--- src/spi_event_map.vh ---
// Register map, field positions and reset values of the SPI buffer,
// baud divisor and interrupt event block.
// Assumes 32-bit AXI4-Lite data with a 16-bit byte address.
`ifndef SPI_EVENT_MAP_VH
`define SPI_EVENT_MAP_VH

// ----------------------------------------------------------------
// Register indices (byte address is four times the index)
// ----------------------------------------------------------------
`define IDX_FIFO_LOW 14'h041C
`define IDX_FIFO_HIGH 14'h041E
`define IDX_BAUD 14'h0420
`define IDX_EVT_EN 14'h0424
`define IDX_WMARK 14'h0426
`define IDX_CTRL 14'h0430
`define IDX_FLAGS 14'h0431
`define IDX_IRQ_STAT 14'h0432
`define IDX_IRQ_MASK 14'h0433

// ----------------------------------------------------------------
// Field positions
// ----------------------------------------------------------------
`define BIT_FRAME 12
`define BIT_ACTIVITY 11
`define BIT_UNDERRUN 8
`define BIT_SHIFTER 7
`define BIT_OVERFLOW 6
`define BIT_RX_EMPTY 5
`define BIT_TX_EMPTY 3
`define BIT_TX_FULL 1
`define BIT_RX_FULL 0
`define BIT_RX_WM_EN 15
`define BIT_TX_WM_EN 7
`define BIT_RX_WM_IRQ 15
`define BIT_TX_WM_IRQ 14
`define BIT_MODULE_ON 0
`define EVT_EN_MASK 16'h19EB
`define WMARK_MASK 16'hBFBF
`define IRQ_MASK_BITS 16'hD9EB

// ----------------------------------------------------------------
// Reset values
// ----------------------------------------------------------------
`define RST_HALF 16'h0000
`define RST_BAUD 13'h0000
`define RST_EVT_EN 16'h0000
`define RST_WMARK 16'h0000
`define RST_IRQ 16'h0000
`define RST_CNT 6'h00

// ----------------------------------------------------------------
// Bus answers and link constants
// ----------------------------------------------------------------
`define RESP_OKAY 2'h0
`define RESP_SLVERR 2'h2
`define WORD_LAST 5'h1F
`define CNT_FULL 6'h3F

`endif

--- src/spi_event_regs.v ---
// SPI buffer window, baud divisor and interrupt event registers, with
// a slave-mode serial shifter that feeds the element counts.
// Assumes an AXI4-Lite master on CLK, an SPI host driving SCK, MOSI and
// SS_N from its own clock, and a clock generator reading BAUD_DIV.
//
// Contract
// - Low buffer register reaches FIFO low half
// - High buffer register holds upper half, reset zero
// - Thirteen-bit baud divisor, read/write, reset zero
// - Frame fault event when its enable set
// - Activity status event when its enable set
// - Underrun event when its enable set
// - Shifter empty event when its enable set
// - Receive overflow event when its enable set
// - Receive empty event when its enable set
// - Transmit empty event when its enable set
// - Transmit full event when its enable set
// - Receive full event when its enable set
// - Receive watermark when level <= receive count
// - Transmit watermark when level equals transmit count
// - Keep six-bit receive element count
// - Keep six-bit transmit element count
// - Underrun flag cleared while module off
`timescale 1ns/1ps
`include "spi_event_map.vh"

module spi_event_regs #(
  parameter ADDR_W = 16,
  parameter DEPTH_LOG2 = 6
) (
  input wire CLK,
  input wire RST,
  input wire [ADDR_W-1:0] AWADDR,
  input wire AWVALID,
  output wire AWREADY,
  input wire [31:0] WDATA,
  input wire [3:0] WSTRB,
  input wire WVALID,
  output wire WREADY,
  output wire [1:0] BRESP,
  output wire BVALID,
  input wire BREADY,
  input wire [ADDR_W-1:0] ARADDR,
  input wire ARVALID,
  output wire ARREADY,
  output wire [31:0] RDATA,
  output wire [1:0] RRESP,
  output wire RVALID,
  input wire RREADY,
  input wire SCK,
  input wire MOSI,
  input wire SS_N,
  output wire MISO,
  output wire [12:0] BAUD_DIV,
  output wire IRQ
);

  localparam DEPTH = 1 << DEPTH_LOG2;
  // ----------------------------------------------------------------
  // Bus slave, software registers, buffers and link state
  // ----------------------------------------------------------------
  reg awready_ff, wready_ff, bvalid_ff, arready_ff, rvalid_ff;
  reg aw_held_ff, w_held_ff;
  reg [13:0] aw_idx_ff;
  reg [31:0] wdata_ff;
  reg [3:0] wstrb_ff;
  reg [1:0] bresp_ff, rresp_ff;
  reg [31:0] rdata_ff;
  reg [15:0] tx_high_ff, rx_high_ff;
  reg [12:0] baud_ff;
  reg [15:0] evt_en_ff, wmark_ff, irq_stat_ff, irq_mask_ff;
  reg module_on_ff, irq_ff;
  reg [31:0] tx_mem [0:DEPTH-1];
  reg [31:0] rx_mem [0:DEPTH-1];
  reg [DEPTH_LOG2-1:0] tx_wr_ff, tx_rd_ff, rx_wr_ff, rx_rd_ff;
  reg [5:0] tx_cnt_ff, rx_cnt_ff;
  reg [2:0] sck_sync_ff, ss_sync_ff;
  reg [1:0] mosi_sync_ff;
  reg [31:0] shift_tx_ff, shift_rx_ff;
  reg [4:0] bit_cnt_ff;
  reg miso_ff, underrun_ff, overflow_ff, frame_ff, word_real_ff;
  wire do_write = aw_held_ff & w_held_ff & ~bvalid_ff;
  wire [13:0] ar_idx = ARADDR[15:2];
  wire do_read = ARVALID & arready_ff;
  wire [15:0] wlo = wdata_ff[15:0];
  // Byte-lane merge for the 16-bit registers
  function [15:0] merge16;
    input [15:0] old;
    input [15:0] nw;
    input [1:0] strb;
    begin
      merge16 = {strb[1] ? nw[15:8] : old[15:8],
                 strb[0] ? nw[7:0] : old[7:0]};
    end
  endfunction
  wire [15:0] baud_wr = merge16({3'h0, baud_ff}, wlo, wstrb_ff[1:0]);

  // ----------------------------------------------------------------
  // Flags and link edges
  // ----------------------------------------------------------------
  wire tx_empty = (tx_cnt_ff == `RST_CNT);
  wire rx_empty = (rx_cnt_ff == `RST_CNT);
  wire tx_full = (tx_cnt_ff == `CNT_FULL);
  wire rx_full = (rx_cnt_ff == `CNT_FULL);
  wire ss_low = ~ss_sync_ff[1];
  wire ss_fall = ss_sync_ff[2] & ~ss_sync_ff[1];
  wire ss_rise = ~ss_sync_ff[2] & ss_sync_ff[1];
  wire sck_rise = ~sck_sync_ff[2] & sck_sync_ff[1];
  wire sck_fall = sck_sync_ff[2] & ~sck_sync_ff[1];
  wire active = module_on_ff & ss_low;
  wire activity_flag = active;
  wire shifter_empty_flag = tx_empty & (bit_cnt_ff == 5'h00);

  // Peek at a boundary, pop at the first rise: a frame ending on a word boundary loses no word
  wire tx_take = module_on_ff &
                 (ss_fall | (active & sck_fall & bit_cnt_ff == 5'h00));
  wire word_start = active & sck_rise & (bit_cnt_ff == 5'h00);
  wire tx_pop = word_start & word_real_ff;
  wire rx_done = active & sck_rise & (bit_cnt_ff == `WORD_LAST);
  wire rx_push = rx_done & ~rx_full;
  wire tx_push = do_write & (aw_idx_ff == `IDX_FIFO_LOW) & ~tx_full;
  wire rx_pop = do_read & (ar_idx == `IDX_FIFO_LOW) & ~rx_empty;

  wire rx_wm = wmark_ff[`BIT_RX_WM_EN] & (wmark_ff[13:8] <= rx_cnt_ff);
  wire tx_wm = wmark_ff[`BIT_TX_WM_EN] & (wmark_ff[5:0] == tx_cnt_ff);

  // Raw flag vector laid out like the event enable register
  reg [15:0] raw_flags;
  always @* begin
    raw_flags = 16'h0000;
    raw_flags[`BIT_FRAME] = frame_ff;
    raw_flags[`BIT_ACTIVITY] = activity_flag;
    raw_flags[`BIT_UNDERRUN] = underrun_ff;
    raw_flags[`BIT_SHIFTER] = shifter_empty_flag;
    raw_flags[`BIT_OVERFLOW] = overflow_ff;
    raw_flags[`BIT_RX_EMPTY] = rx_empty;
    raw_flags[`BIT_TX_EMPTY] = tx_empty;
    raw_flags[`BIT_TX_FULL] = tx_full;
    raw_flags[`BIT_RX_FULL] = rx_full;
  end

  // enable gating of each status flag
  wire [15:0] flag_events = raw_flags & evt_en_ff & `EVT_EN_MASK;
  wire [15:0] events = flag_events |
                       {rx_wm, tx_wm, 14'h0000};

  // ----------------------------------------------------------------
  // Write channel: address and data taken in either order
  // ----------------------------------------------------------------
  always @(posedge CLK) begin
    if (RST) begin
      awready_ff <= 1'b1;
      wready_ff <= 1'b1;
      aw_held_ff <= 1'b0;
      w_held_ff <= 1'b0;
      aw_idx_ff <= 14'h0000;
      wdata_ff <= 32'h00000000;
      wstrb_ff <= 4'h0;
      bvalid_ff <= 1'b0;
      bresp_ff <= `RESP_OKAY;
    end else begin
      if (AWVALID & awready_ff) begin
        aw_idx_ff <= AWADDR[15:2];
        aw_held_ff <= 1'b1;
        awready_ff <= 1'b0;
      end
      if (WVALID & wready_ff) begin
        wdata_ff <= WDATA;
        wstrb_ff <= WSTRB;
        w_held_ff <= 1'b1;
        wready_ff <= 1'b0;
      end
      if (do_write) begin
        bvalid_ff <= 1'b1;
        aw_held_ff <= 1'b0;
        w_held_ff <= 1'b0;
        case (aw_idx_ff)
          `IDX_FIFO_LOW, `IDX_FIFO_HIGH, `IDX_BAUD, `IDX_EVT_EN,
          `IDX_WMARK, `IDX_CTRL, `IDX_FLAGS, `IDX_IRQ_STAT,
          `IDX_IRQ_MASK: bresp_ff <= `RESP_OKAY;
          default: bresp_ff <= `RESP_SLVERR;
        endcase
      end
      // Ready returns only after the response is accepted
      if (bvalid_ff & BREADY) begin
        bvalid_ff <= 1'b0;
        awready_ff <= 1'b1;
        wready_ff <= 1'b1;
      end
    end
  end

  // ----------------------------------------------------------------
  // Register writes
  // ----------------------------------------------------------------
  always @(posedge CLK) begin
    if (RST) begin
      tx_high_ff <= `RST_HALF;
      baud_ff <= `RST_BAUD;
      evt_en_ff <= `RST_EVT_EN;
      wmark_ff <= `RST_WMARK;
      irq_mask_ff <= `RST_IRQ;
      module_on_ff <= 1'b0;
    end else if (do_write) begin
      case (aw_idx_ff)
        // upper half staged for the next low write
        `IDX_FIFO_HIGH: tx_high_ff <= merge16(tx_high_ff, wlo,
                                              wstrb_ff[1:0]);
        // divisor; left to software while the module is on
        `IDX_BAUD: baud_ff <= baud_wr[12:0];
        `IDX_EVT_EN: evt_en_ff <= merge16(evt_en_ff, wlo,
                                          wstrb_ff[1:0]) & `EVT_EN_MASK;
        `IDX_WMARK: wmark_ff <= merge16(wmark_ff, wlo,
                                        wstrb_ff[1:0]) & `WMARK_MASK;
        `IDX_IRQ_MASK: irq_mask_ff <= merge16(irq_mask_ff, wlo,
                                        wstrb_ff[1:0]) & `IRQ_MASK_BITS;
        `IDX_CTRL: if (wstrb_ff[0]) begin
          module_on_ff <= wlo[`BIT_MODULE_ON];
        end
        default: ;
      endcase
    end
  end

  // ----------------------------------------------------------------
  // Read channel; a low buffer read pops the receive buffer
  // ----------------------------------------------------------------
  always @(posedge CLK) begin
    if (RST) begin
      arready_ff <= 1'b1;
      rvalid_ff <= 1'b0;
      rdata_ff <= 32'h00000000;
      rresp_ff <= `RESP_OKAY;
      rx_high_ff <= `RST_HALF;
    end else begin
      if (do_read) begin
        arready_ff <= 1'b0;
        rvalid_ff <= 1'b1;
        rresp_ff <= `RESP_OKAY;
        rdata_ff <= 32'h00000000;
        case (ar_idx)
          // low half of the head word; upper half kept for later
          `IDX_FIFO_LOW: if (~rx_empty) begin
            rdata_ff[15:0] <= rx_mem[rx_rd_ff][15:0];
            rx_high_ff <= rx_mem[rx_rd_ff][31:16];
          end
          `IDX_FIFO_HIGH: rdata_ff[15:0] <= rx_high_ff;
          `IDX_BAUD: rdata_ff[12:0] <= baud_ff;
          `IDX_EVT_EN: rdata_ff[15:0] <= evt_en_ff;
          `IDX_WMARK: rdata_ff[15:0] <= wmark_ff;
          `IDX_CTRL: rdata_ff[`BIT_MODULE_ON] <= module_on_ff;
          `IDX_FLAGS: rdata_ff <= {2'h0, rx_cnt_ff, 2'h0, tx_cnt_ff,
                                   raw_flags};
          `IDX_IRQ_STAT: rdata_ff[15:0] <= irq_stat_ff;
          `IDX_IRQ_MASK: rdata_ff[15:0] <= irq_mask_ff;
          default: rresp_ff <= `RESP_SLVERR;
        endcase
      end
      if (rvalid_ff & RREADY) begin
        rvalid_ff <= 1'b0;
        arready_ff <= 1'b1;
      end
    end
  end

  // ----------------------------------------------------------------
  // Sticky interrupt status; a new event wins over the read clear
  // ----------------------------------------------------------------
  always @(posedge CLK) begin
    if (RST) begin
      irq_stat_ff <= `RST_IRQ;
      irq_ff <= 1'b0;
    end else begin
      if (do_read & (ar_idx == `IDX_IRQ_STAT)) begin
        irq_stat_ff <= events;
      end else begin
        irq_stat_ff <= irq_stat_ff | events;
      end
      irq_ff <= |(irq_stat_ff & irq_mask_ff);
    end
  end

  // ----------------------------------------------------------------
  // Buffer storage; no reset needed on data words
  // ----------------------------------------------------------------
  always @(posedge CLK) begin
    // full word written by the low half
    if (tx_push) begin
      tx_mem[tx_wr_ff] <= {tx_high_ff, merge16(16'h0000, wlo,
                                                wstrb_ff[1:0])};
    end
    if (rx_push) begin
      rx_mem[rx_wr_ff] <= {shift_rx_ff[30:0], mosi_sync_ff[1]};
    end
  end

  // ----------------------------------------------------------------
  // Element counts and pointers
  // ----------------------------------------------------------------
  always @(posedge CLK) begin
    if (RST) begin
      tx_wr_ff <= {DEPTH_LOG2{1'b0}};
      tx_rd_ff <= {DEPTH_LOG2{1'b0}};
      rx_wr_ff <= {DEPTH_LOG2{1'b0}};
      rx_rd_ff <= {DEPTH_LOG2{1'b0}};
      tx_cnt_ff <= `RST_CNT;
      rx_cnt_ff <= `RST_CNT;
    end else begin
      if (tx_push) tx_wr_ff <= tx_wr_ff + 1'b1;
      if (tx_pop) tx_rd_ff <= tx_rd_ff + 1'b1;
      if (rx_push) rx_wr_ff <= rx_wr_ff + 1'b1;
      if (rx_pop) rx_rd_ff <= rx_rd_ff + 1'b1;
      if (tx_push & ~tx_pop) tx_cnt_ff <= tx_cnt_ff + 6'h01;
      else if (tx_pop & ~tx_push) tx_cnt_ff <= tx_cnt_ff - 6'h01;
      if (rx_push & ~rx_pop) rx_cnt_ff <= rx_cnt_ff + 6'h01;
      else if (rx_pop & ~rx_push) rx_cnt_ff <= rx_cnt_ff - 6'h01;
    end
  end

  // ----------------------------------------------------------------
  // Pin synchronisers; stage 0 feeds only stage 1
  // ----------------------------------------------------------------
  always @(posedge CLK) begin
    if (RST) begin
      sck_sync_ff <= 3'h0;
      ss_sync_ff <= 3'h7;
      mosi_sync_ff <= 2'h0;
    end else begin
      sck_sync_ff <= {sck_sync_ff[1:0], SCK};
      ss_sync_ff <= {ss_sync_ff[1:0], SS_N};
      mosi_sync_ff <= {mosi_sync_ff[0], MOSI};
    end
  end

  // ----------------------------------------------------------------
  // Slave shifter, mode 0, MSB first, 32-bit words
  // ----------------------------------------------------------------
  always @(posedge CLK) begin
    if (RST) begin
      shift_tx_ff <= 32'h00000000;
      shift_rx_ff <= 32'h00000000;
      bit_cnt_ff <= 5'h00;
      miso_ff <= 1'b0;
      underrun_ff <= 1'b0;
      overflow_ff <= 1'b0;
      frame_ff <= 1'b0;
      word_real_ff <= 1'b0;
    end else begin
      if (~active) begin
        bit_cnt_ff <= 5'h00;
      end else if (sck_rise) begin
        shift_rx_ff <= {shift_rx_ff[30:0], mosi_sync_ff[1]};
        bit_cnt_ff <= bit_cnt_ff + 5'h01;
      end
      // Empty buffer at a word boundary sends zeros
      if (tx_take) begin
        shift_tx_ff <= tx_empty ? 32'h00000000 : tx_mem[tx_rd_ff];
        word_real_ff <= ~tx_empty;
      end else if (active & sck_fall) begin
        shift_tx_ff <= {shift_tx_ff[30:0], 1'b0};
      end
      miso_ff <= active & shift_tx_ff[31];
      // underrun cleared while the module is off
      if (~module_on_ff) underrun_ff <= 1'b0;
      else if (word_start & ~word_real_ff) underrun_ff <= 1'b1;
      // Overflow drops the word; the next pop clears the flag
      if (rx_done & rx_full) overflow_ff <= 1'b1;
      else if (rx_pop) overflow_ff <= 1'b0;
      // Select released mid-word is a frame fault
      if (module_on_ff & ss_rise & (bit_cnt_ff != 5'h00)) begin
        frame_ff <= 1'b1;
      end else if (do_read & (ar_idx == `IDX_FLAGS) | ~module_on_ff) begin
        frame_ff <= 1'b0;
      end
    end
  end

  // ----------------------------------------------------------------
  // Outputs straight from flip-flops
  // ----------------------------------------------------------------
  assign AWREADY = awready_ff;
  assign WREADY = wready_ff;
  assign BVALID = bvalid_ff;
  assign BRESP = bresp_ff;
  assign ARREADY = arready_ff;
  assign RVALID = rvalid_ff;
  assign RDATA = rdata_ff;
  assign RRESP = rresp_ff;
  assign MISO = miso_ff;
  assign BAUD_DIV = baud_ff;
  assign IRQ = irq_ff;

endmodule

--- config.mk ---
export PLATFORM = sky130hd
export DESIGN_NAME = spi_event_regs
export DESIGN_NICKNAME = d
export VERILOG_FILES = /design/src/spi_event_regs.v
export VERILOG_INCLUDE_DIRS = /design/src
export SDC_FILE = /design/constraint.sdc
export NUM_CORES = 2
export LEC_CHECK = 0
export BUFFER_PORTS_ARGS = -buffer_cell sky130_fd_sc_hd__buf_2
export CORE_ASPECT_RATIO = 0.7
export CORE_MARGIN = 2
export CORE_UTILIZATION = 60
export CTS_CLUSTER_DIAMETER = 100
export DETAILED_ROUTE_END_ITERATION = 12
export MAX_ROUTING_LAYER = met4
export PLACE_DENSITY_LB_ADDON = 0.3
export SYNTH_ARGS = -nofsm -noshare
export SYNTH_HDL_FRONTEND = slang
export SYNTH_SLANG_ARGS = --single-unit
--- constraint.sdc ---
create_clock -name CLK -period 11.3 [get_ports CLK]
set_clock_uncertainty 0.2 [all_clocks]
set_input_delay 0.565 -clock CLK [delete_from_list [all_inputs] [get_ports CLK]]
set_output_delay 0.565 -clock CLK [all_outputs]
set_load 0.02 [all_outputs]
==> out/results.txt <==
Placed cells: 11800
Final setup viols: 0
Htree depth: 5
Starting Density: 0.603
Clk_lat worst skew: 0.95 ns
Most used DFF post-synth: edfxtp_1
GRT overflow: 0
Setup slack after layout: 5.87 ns
Mean Syn Cell Area: 20.6 um^2
Full die area: 284000 um^2
Detailed Routing Iterations Pass 1: 6
Sequential share of power: 0.557
Post-synth ARST share: 0
Post-CTS setup buffer count: 0
Hold-fix buffers, CTS: 44
Fmax: 0.184 GHz
Switching Share: 0.192
Drt total wl: 466 mm
I/O Buffers: 105
# rows: 162
PD cells: 167 nW/um^2
Sink Count: 4386
Max-cap violation count: 0
Final ANT Viol Nets: 0
Setup CP Type: reg2reg
Number of remaining DRC errors: 0
Share of layout cells above drive strength 1: 0.256
Slew Viols, Final: 0
Die H: 447 um
Status: finished, final reports clean
Initial antenna violation count: 36
Slew @ Worst Pin: 1.41 ns
HPWL after DPL: 260 mm
Clock Tree Root: clkbuf_16
CP peak stage delay: 1.06 ns
Vias per inst: 7.09
Pre-CTS setup slack: 5.82 ns
Die X: 636 um
Setup Total Neg Slack: 0 ns
Area Growth Syn to Fin: 11.9%
Vias: 88900
Highest ir drop seen on vdd: 0.000153 V
Placer Congestion: 0.979
Hold Crit Class: in2reg
Number of global-route vias before repair: 85800
Crit-path cells: buf_12 -> buf_4 -> mux4_2 -> a22oi_1 -> a21oi_1 -> nor4_1 -> nor2_1 -> a2111oi_2 -> o21ai_0
Switching power: 6.03 mW
Clock power frac: 0.439
Largest net degree at the start of global routing: 119
Gr usage total: 0.338
Worst EP arrival: 6.00 ns
Yosys warnings: 0
CTS tree: yes
Number of buffers created by CTS: 395
Cts repair resizes: 0
Startpoint Class: flop
Tcrit/Tclk final: 0.481
Hold Violations, Final: 0
Wirelength per Cell: 37.1 um
DRT iter0 DRCs: 15200
EDFF count, synth: 4096
Seq/Total Area, Yosys: 0.767
First-pass GRT wire length: 650 mm
Reg clk slew, reported paths: 0.07 ns
Int Power: 25.4 mW
FF+latch count, synth: 4386
Top Ports: 134
Crit Path Max Fanout: 74
Critical path required time: 11.87 ns
Clock buffer depth: 4
Placeable Area: 279000 um^2
Setup repair after global routing missed its margin: no
Slew headroom: 0.0627
Final nets: 8610
P_leak: 57.7 nW
Combinational power share: 0.004
Library cells used by synthesis: 82
Crit path capture type: flop
Synthesized instance count: 8138
Fillers: 17000
Mapped Area: 168000 um^2
Non-Filler Instances: 12500
Slowest cell on crit path: dfxtp_4
Minimum clock period: 5.43 ns
-- cell usage after synthesis, types with 6 or more instances --
| cell type | number | area, um^2 |
|---|---|---|
| buf_4 | 72 | 541 |
| a221oi_1 | 63 | 552 |
| o22ai_1 | 105 | 657 |
| a22o_1 | 60 | 526 |
| and3_1 | 11 | 68.8 |
| inv_1 | 26 | 97.6 |
| edfxtp_1 | 4096 | 123000 |
| buf_6 | 23 | 259 |
| o221ai_1 | 8 | 70.1 |
| or2_2 | 13 | 81.3 |
| dfxtp_1 | 290 | 5810 |
| o21a_1 | 8 | 60.1 |
| ha_1 | 23 | 288 |
| nor3_1 | 39 | 195 |
| o211ai_1 | 10 | 75.1 |
| a21oi_1 | 187 | 936 |
| clkbuf_1 | 199 | 747 |
| mux2i_1 | 282 | 2820 |
| xor2_1 | 23 | 201 |
| a31oi_1 | 44 | 275 |
| nand2b_1 | 23 | 144 |
| buf_2 | 121 | 606 |
| a2111oi_0 | 22 | 193 |
| a211oi_1 | 39 | 293 |
| or3_1 | 15 | 93.8 |
| xnor2_1 | 12 | 105 |
| and2_1 | 27 | 169 |
| a22oi_1 | 216 | 1620 |
| a21o_1 | 12 | 90.1 |
| mux4_2 | 971 | 21900 |
| nor4_1 | 21 | 131 |
| or4_1 | 10 | 75.1 |
| nand2_1 | 260 | 976 |
| buf_1 | 61 | 229 |
| nand4_1 | 25 | 156 |
| o32ai_1 | 7 | 61.3 |
| nand3_1 | 64 | 320 |
| o21ai_0 | 87 | 435 |
| nor2_1 | 359 | 1350 |
| nand3b_1 | 9 | 67.6 |
| nor2b_1 | 62 | 388 |
| a222oi_1 | 6 | 60.1 |
| mux2_2 | 38 | 428 |
-- sequential cells by signal (all words and copies together), names as in the netlist, 9 cells and up, named ones only --
name	count
shift_rx_ff	31
tx_mem	2048
irq_mask_ff	11
wdata_ff	16
wmark_ff	14
shift_tx_ff	32
aw_idx_ff	14
BAUD_DIV	13
evt_en_ff	9
RDATA	28
tx_high_ff	16
irq_stat_ff	11
rx_mem	2048
rx_high_ff	16
-- cells in the final DEF, fill, tap and decap left out, types with 130 or more instances in the layout --
cell	n
mux2i_1	282
mux4_2	971
nor2_1	229
nand2_1	260
dfxtp_1	232
a22oi_1	216
edfxtp_1	4096
nor2_4	130
buf_4	281
clkbuf_16	403
a21oi_1	185
-- worst max-delay path, delay by kind of cell, from the launching register on --
kind                   cells  cell delay [ns]
and+or+nand+nor            2             0.70
AOI/OAI and AO/OA          4             1.41
buffers and inverters      2             1.19
DFF                        1             1.06
muxes                      1             0.59
-- kinds of logic after synthesis --
group                    share of synthesized area
XOR/XNOR                                   0.00183
adder cells (fa/ha/maj)                    0.00195
multiplexers                                 0.150
other                                    0.0000223
flip-flops                                   0.767
buffers and inverters                       0.0148
AND/OR/NAND/NOR                             0.0272
AO/OA/AOI/OAI                               0.0378
-- worst paths after layout --
check / depth (start not counted) / slack [ns] / from / endpoint
max: 9 / 5.87 / flop / RDATA[12]$_SDFFE_PP0P_
min: 6 / 0.07 / ARADDR[5] / RDATA[0]$_SDFFE_PP0P_
max reg2reg: 9 / 5.87 / flop / RDATA[12]$_SDFFE_PP0P_
min reg2reg: 1 / 0.23 / ss_sync_ff[0]$_SDFF_PP1_ / ss_sync_ff[1]$_SDFF_PP1_
-- cell type report --
| class | count | area (um^2) | area share |
|---|---|---|---|
| Sequential cell | 4386 | 129000 | 0.686 |
| Multi-Input combinational cell | 3254 | 37800 | 0.201 |
| Clock buffer | 477 | 10500 | 0.0558 |
| Tap cell | 3690 | 4620 | 0.0246 |
| Timing Repair Buffer | 443 | 3340 | 0.0178 |
| Clock inverter | 241 | 2690 | 0.0143 |
| Inverter | 27 | 101 | 0.000539 |
| Antenna cell | 22 | 55.1 | 0.000293 |
-- metrics by stage --
stage / hold slack, ns / utilization / cell area [um^2] / power (mW)
after global placement: 0.197 / 0.626 / 174000 / 18.0
after detailed placement: 0.193 / 0.626 / 174000 / 18.0
after CTS: 0.0268 / 0.675 / 188000 / 31.5
after global routing: 0.146 / 0.675 / 188000 / 32.1
final: 0.0743 / 0.675 / 188000 / 31.5
after floorplan: 0.189 / - / 168000 / 17.9
-- layer usage --
metal | global-route usage | vias up | wire length, um
li1 | - | 34600 | -
met1 | 0.497 | 46700 | 178000
met2 | 0.464 | 6853 | 202000
met3 | 0.0981 | 796 | 69700
met4 | 0.101 | 0 | 15800
met5 | - | - | 0
-- power groups by stage --
stage	Combinational [mW]	Sequential (mW)	Clock, mW
2_1_floorplan	0.0518	17.9	0
3_3_place_gp	0.0975	17.9	0
3_5_place_dp	0.0999	17.9	0
4_1_cts	0.112	17.5	13.9
5_1_grt	0.121	17.5	14.5
6_report	0.115	17.5	13.8
(Power assumes the default switching activity.)
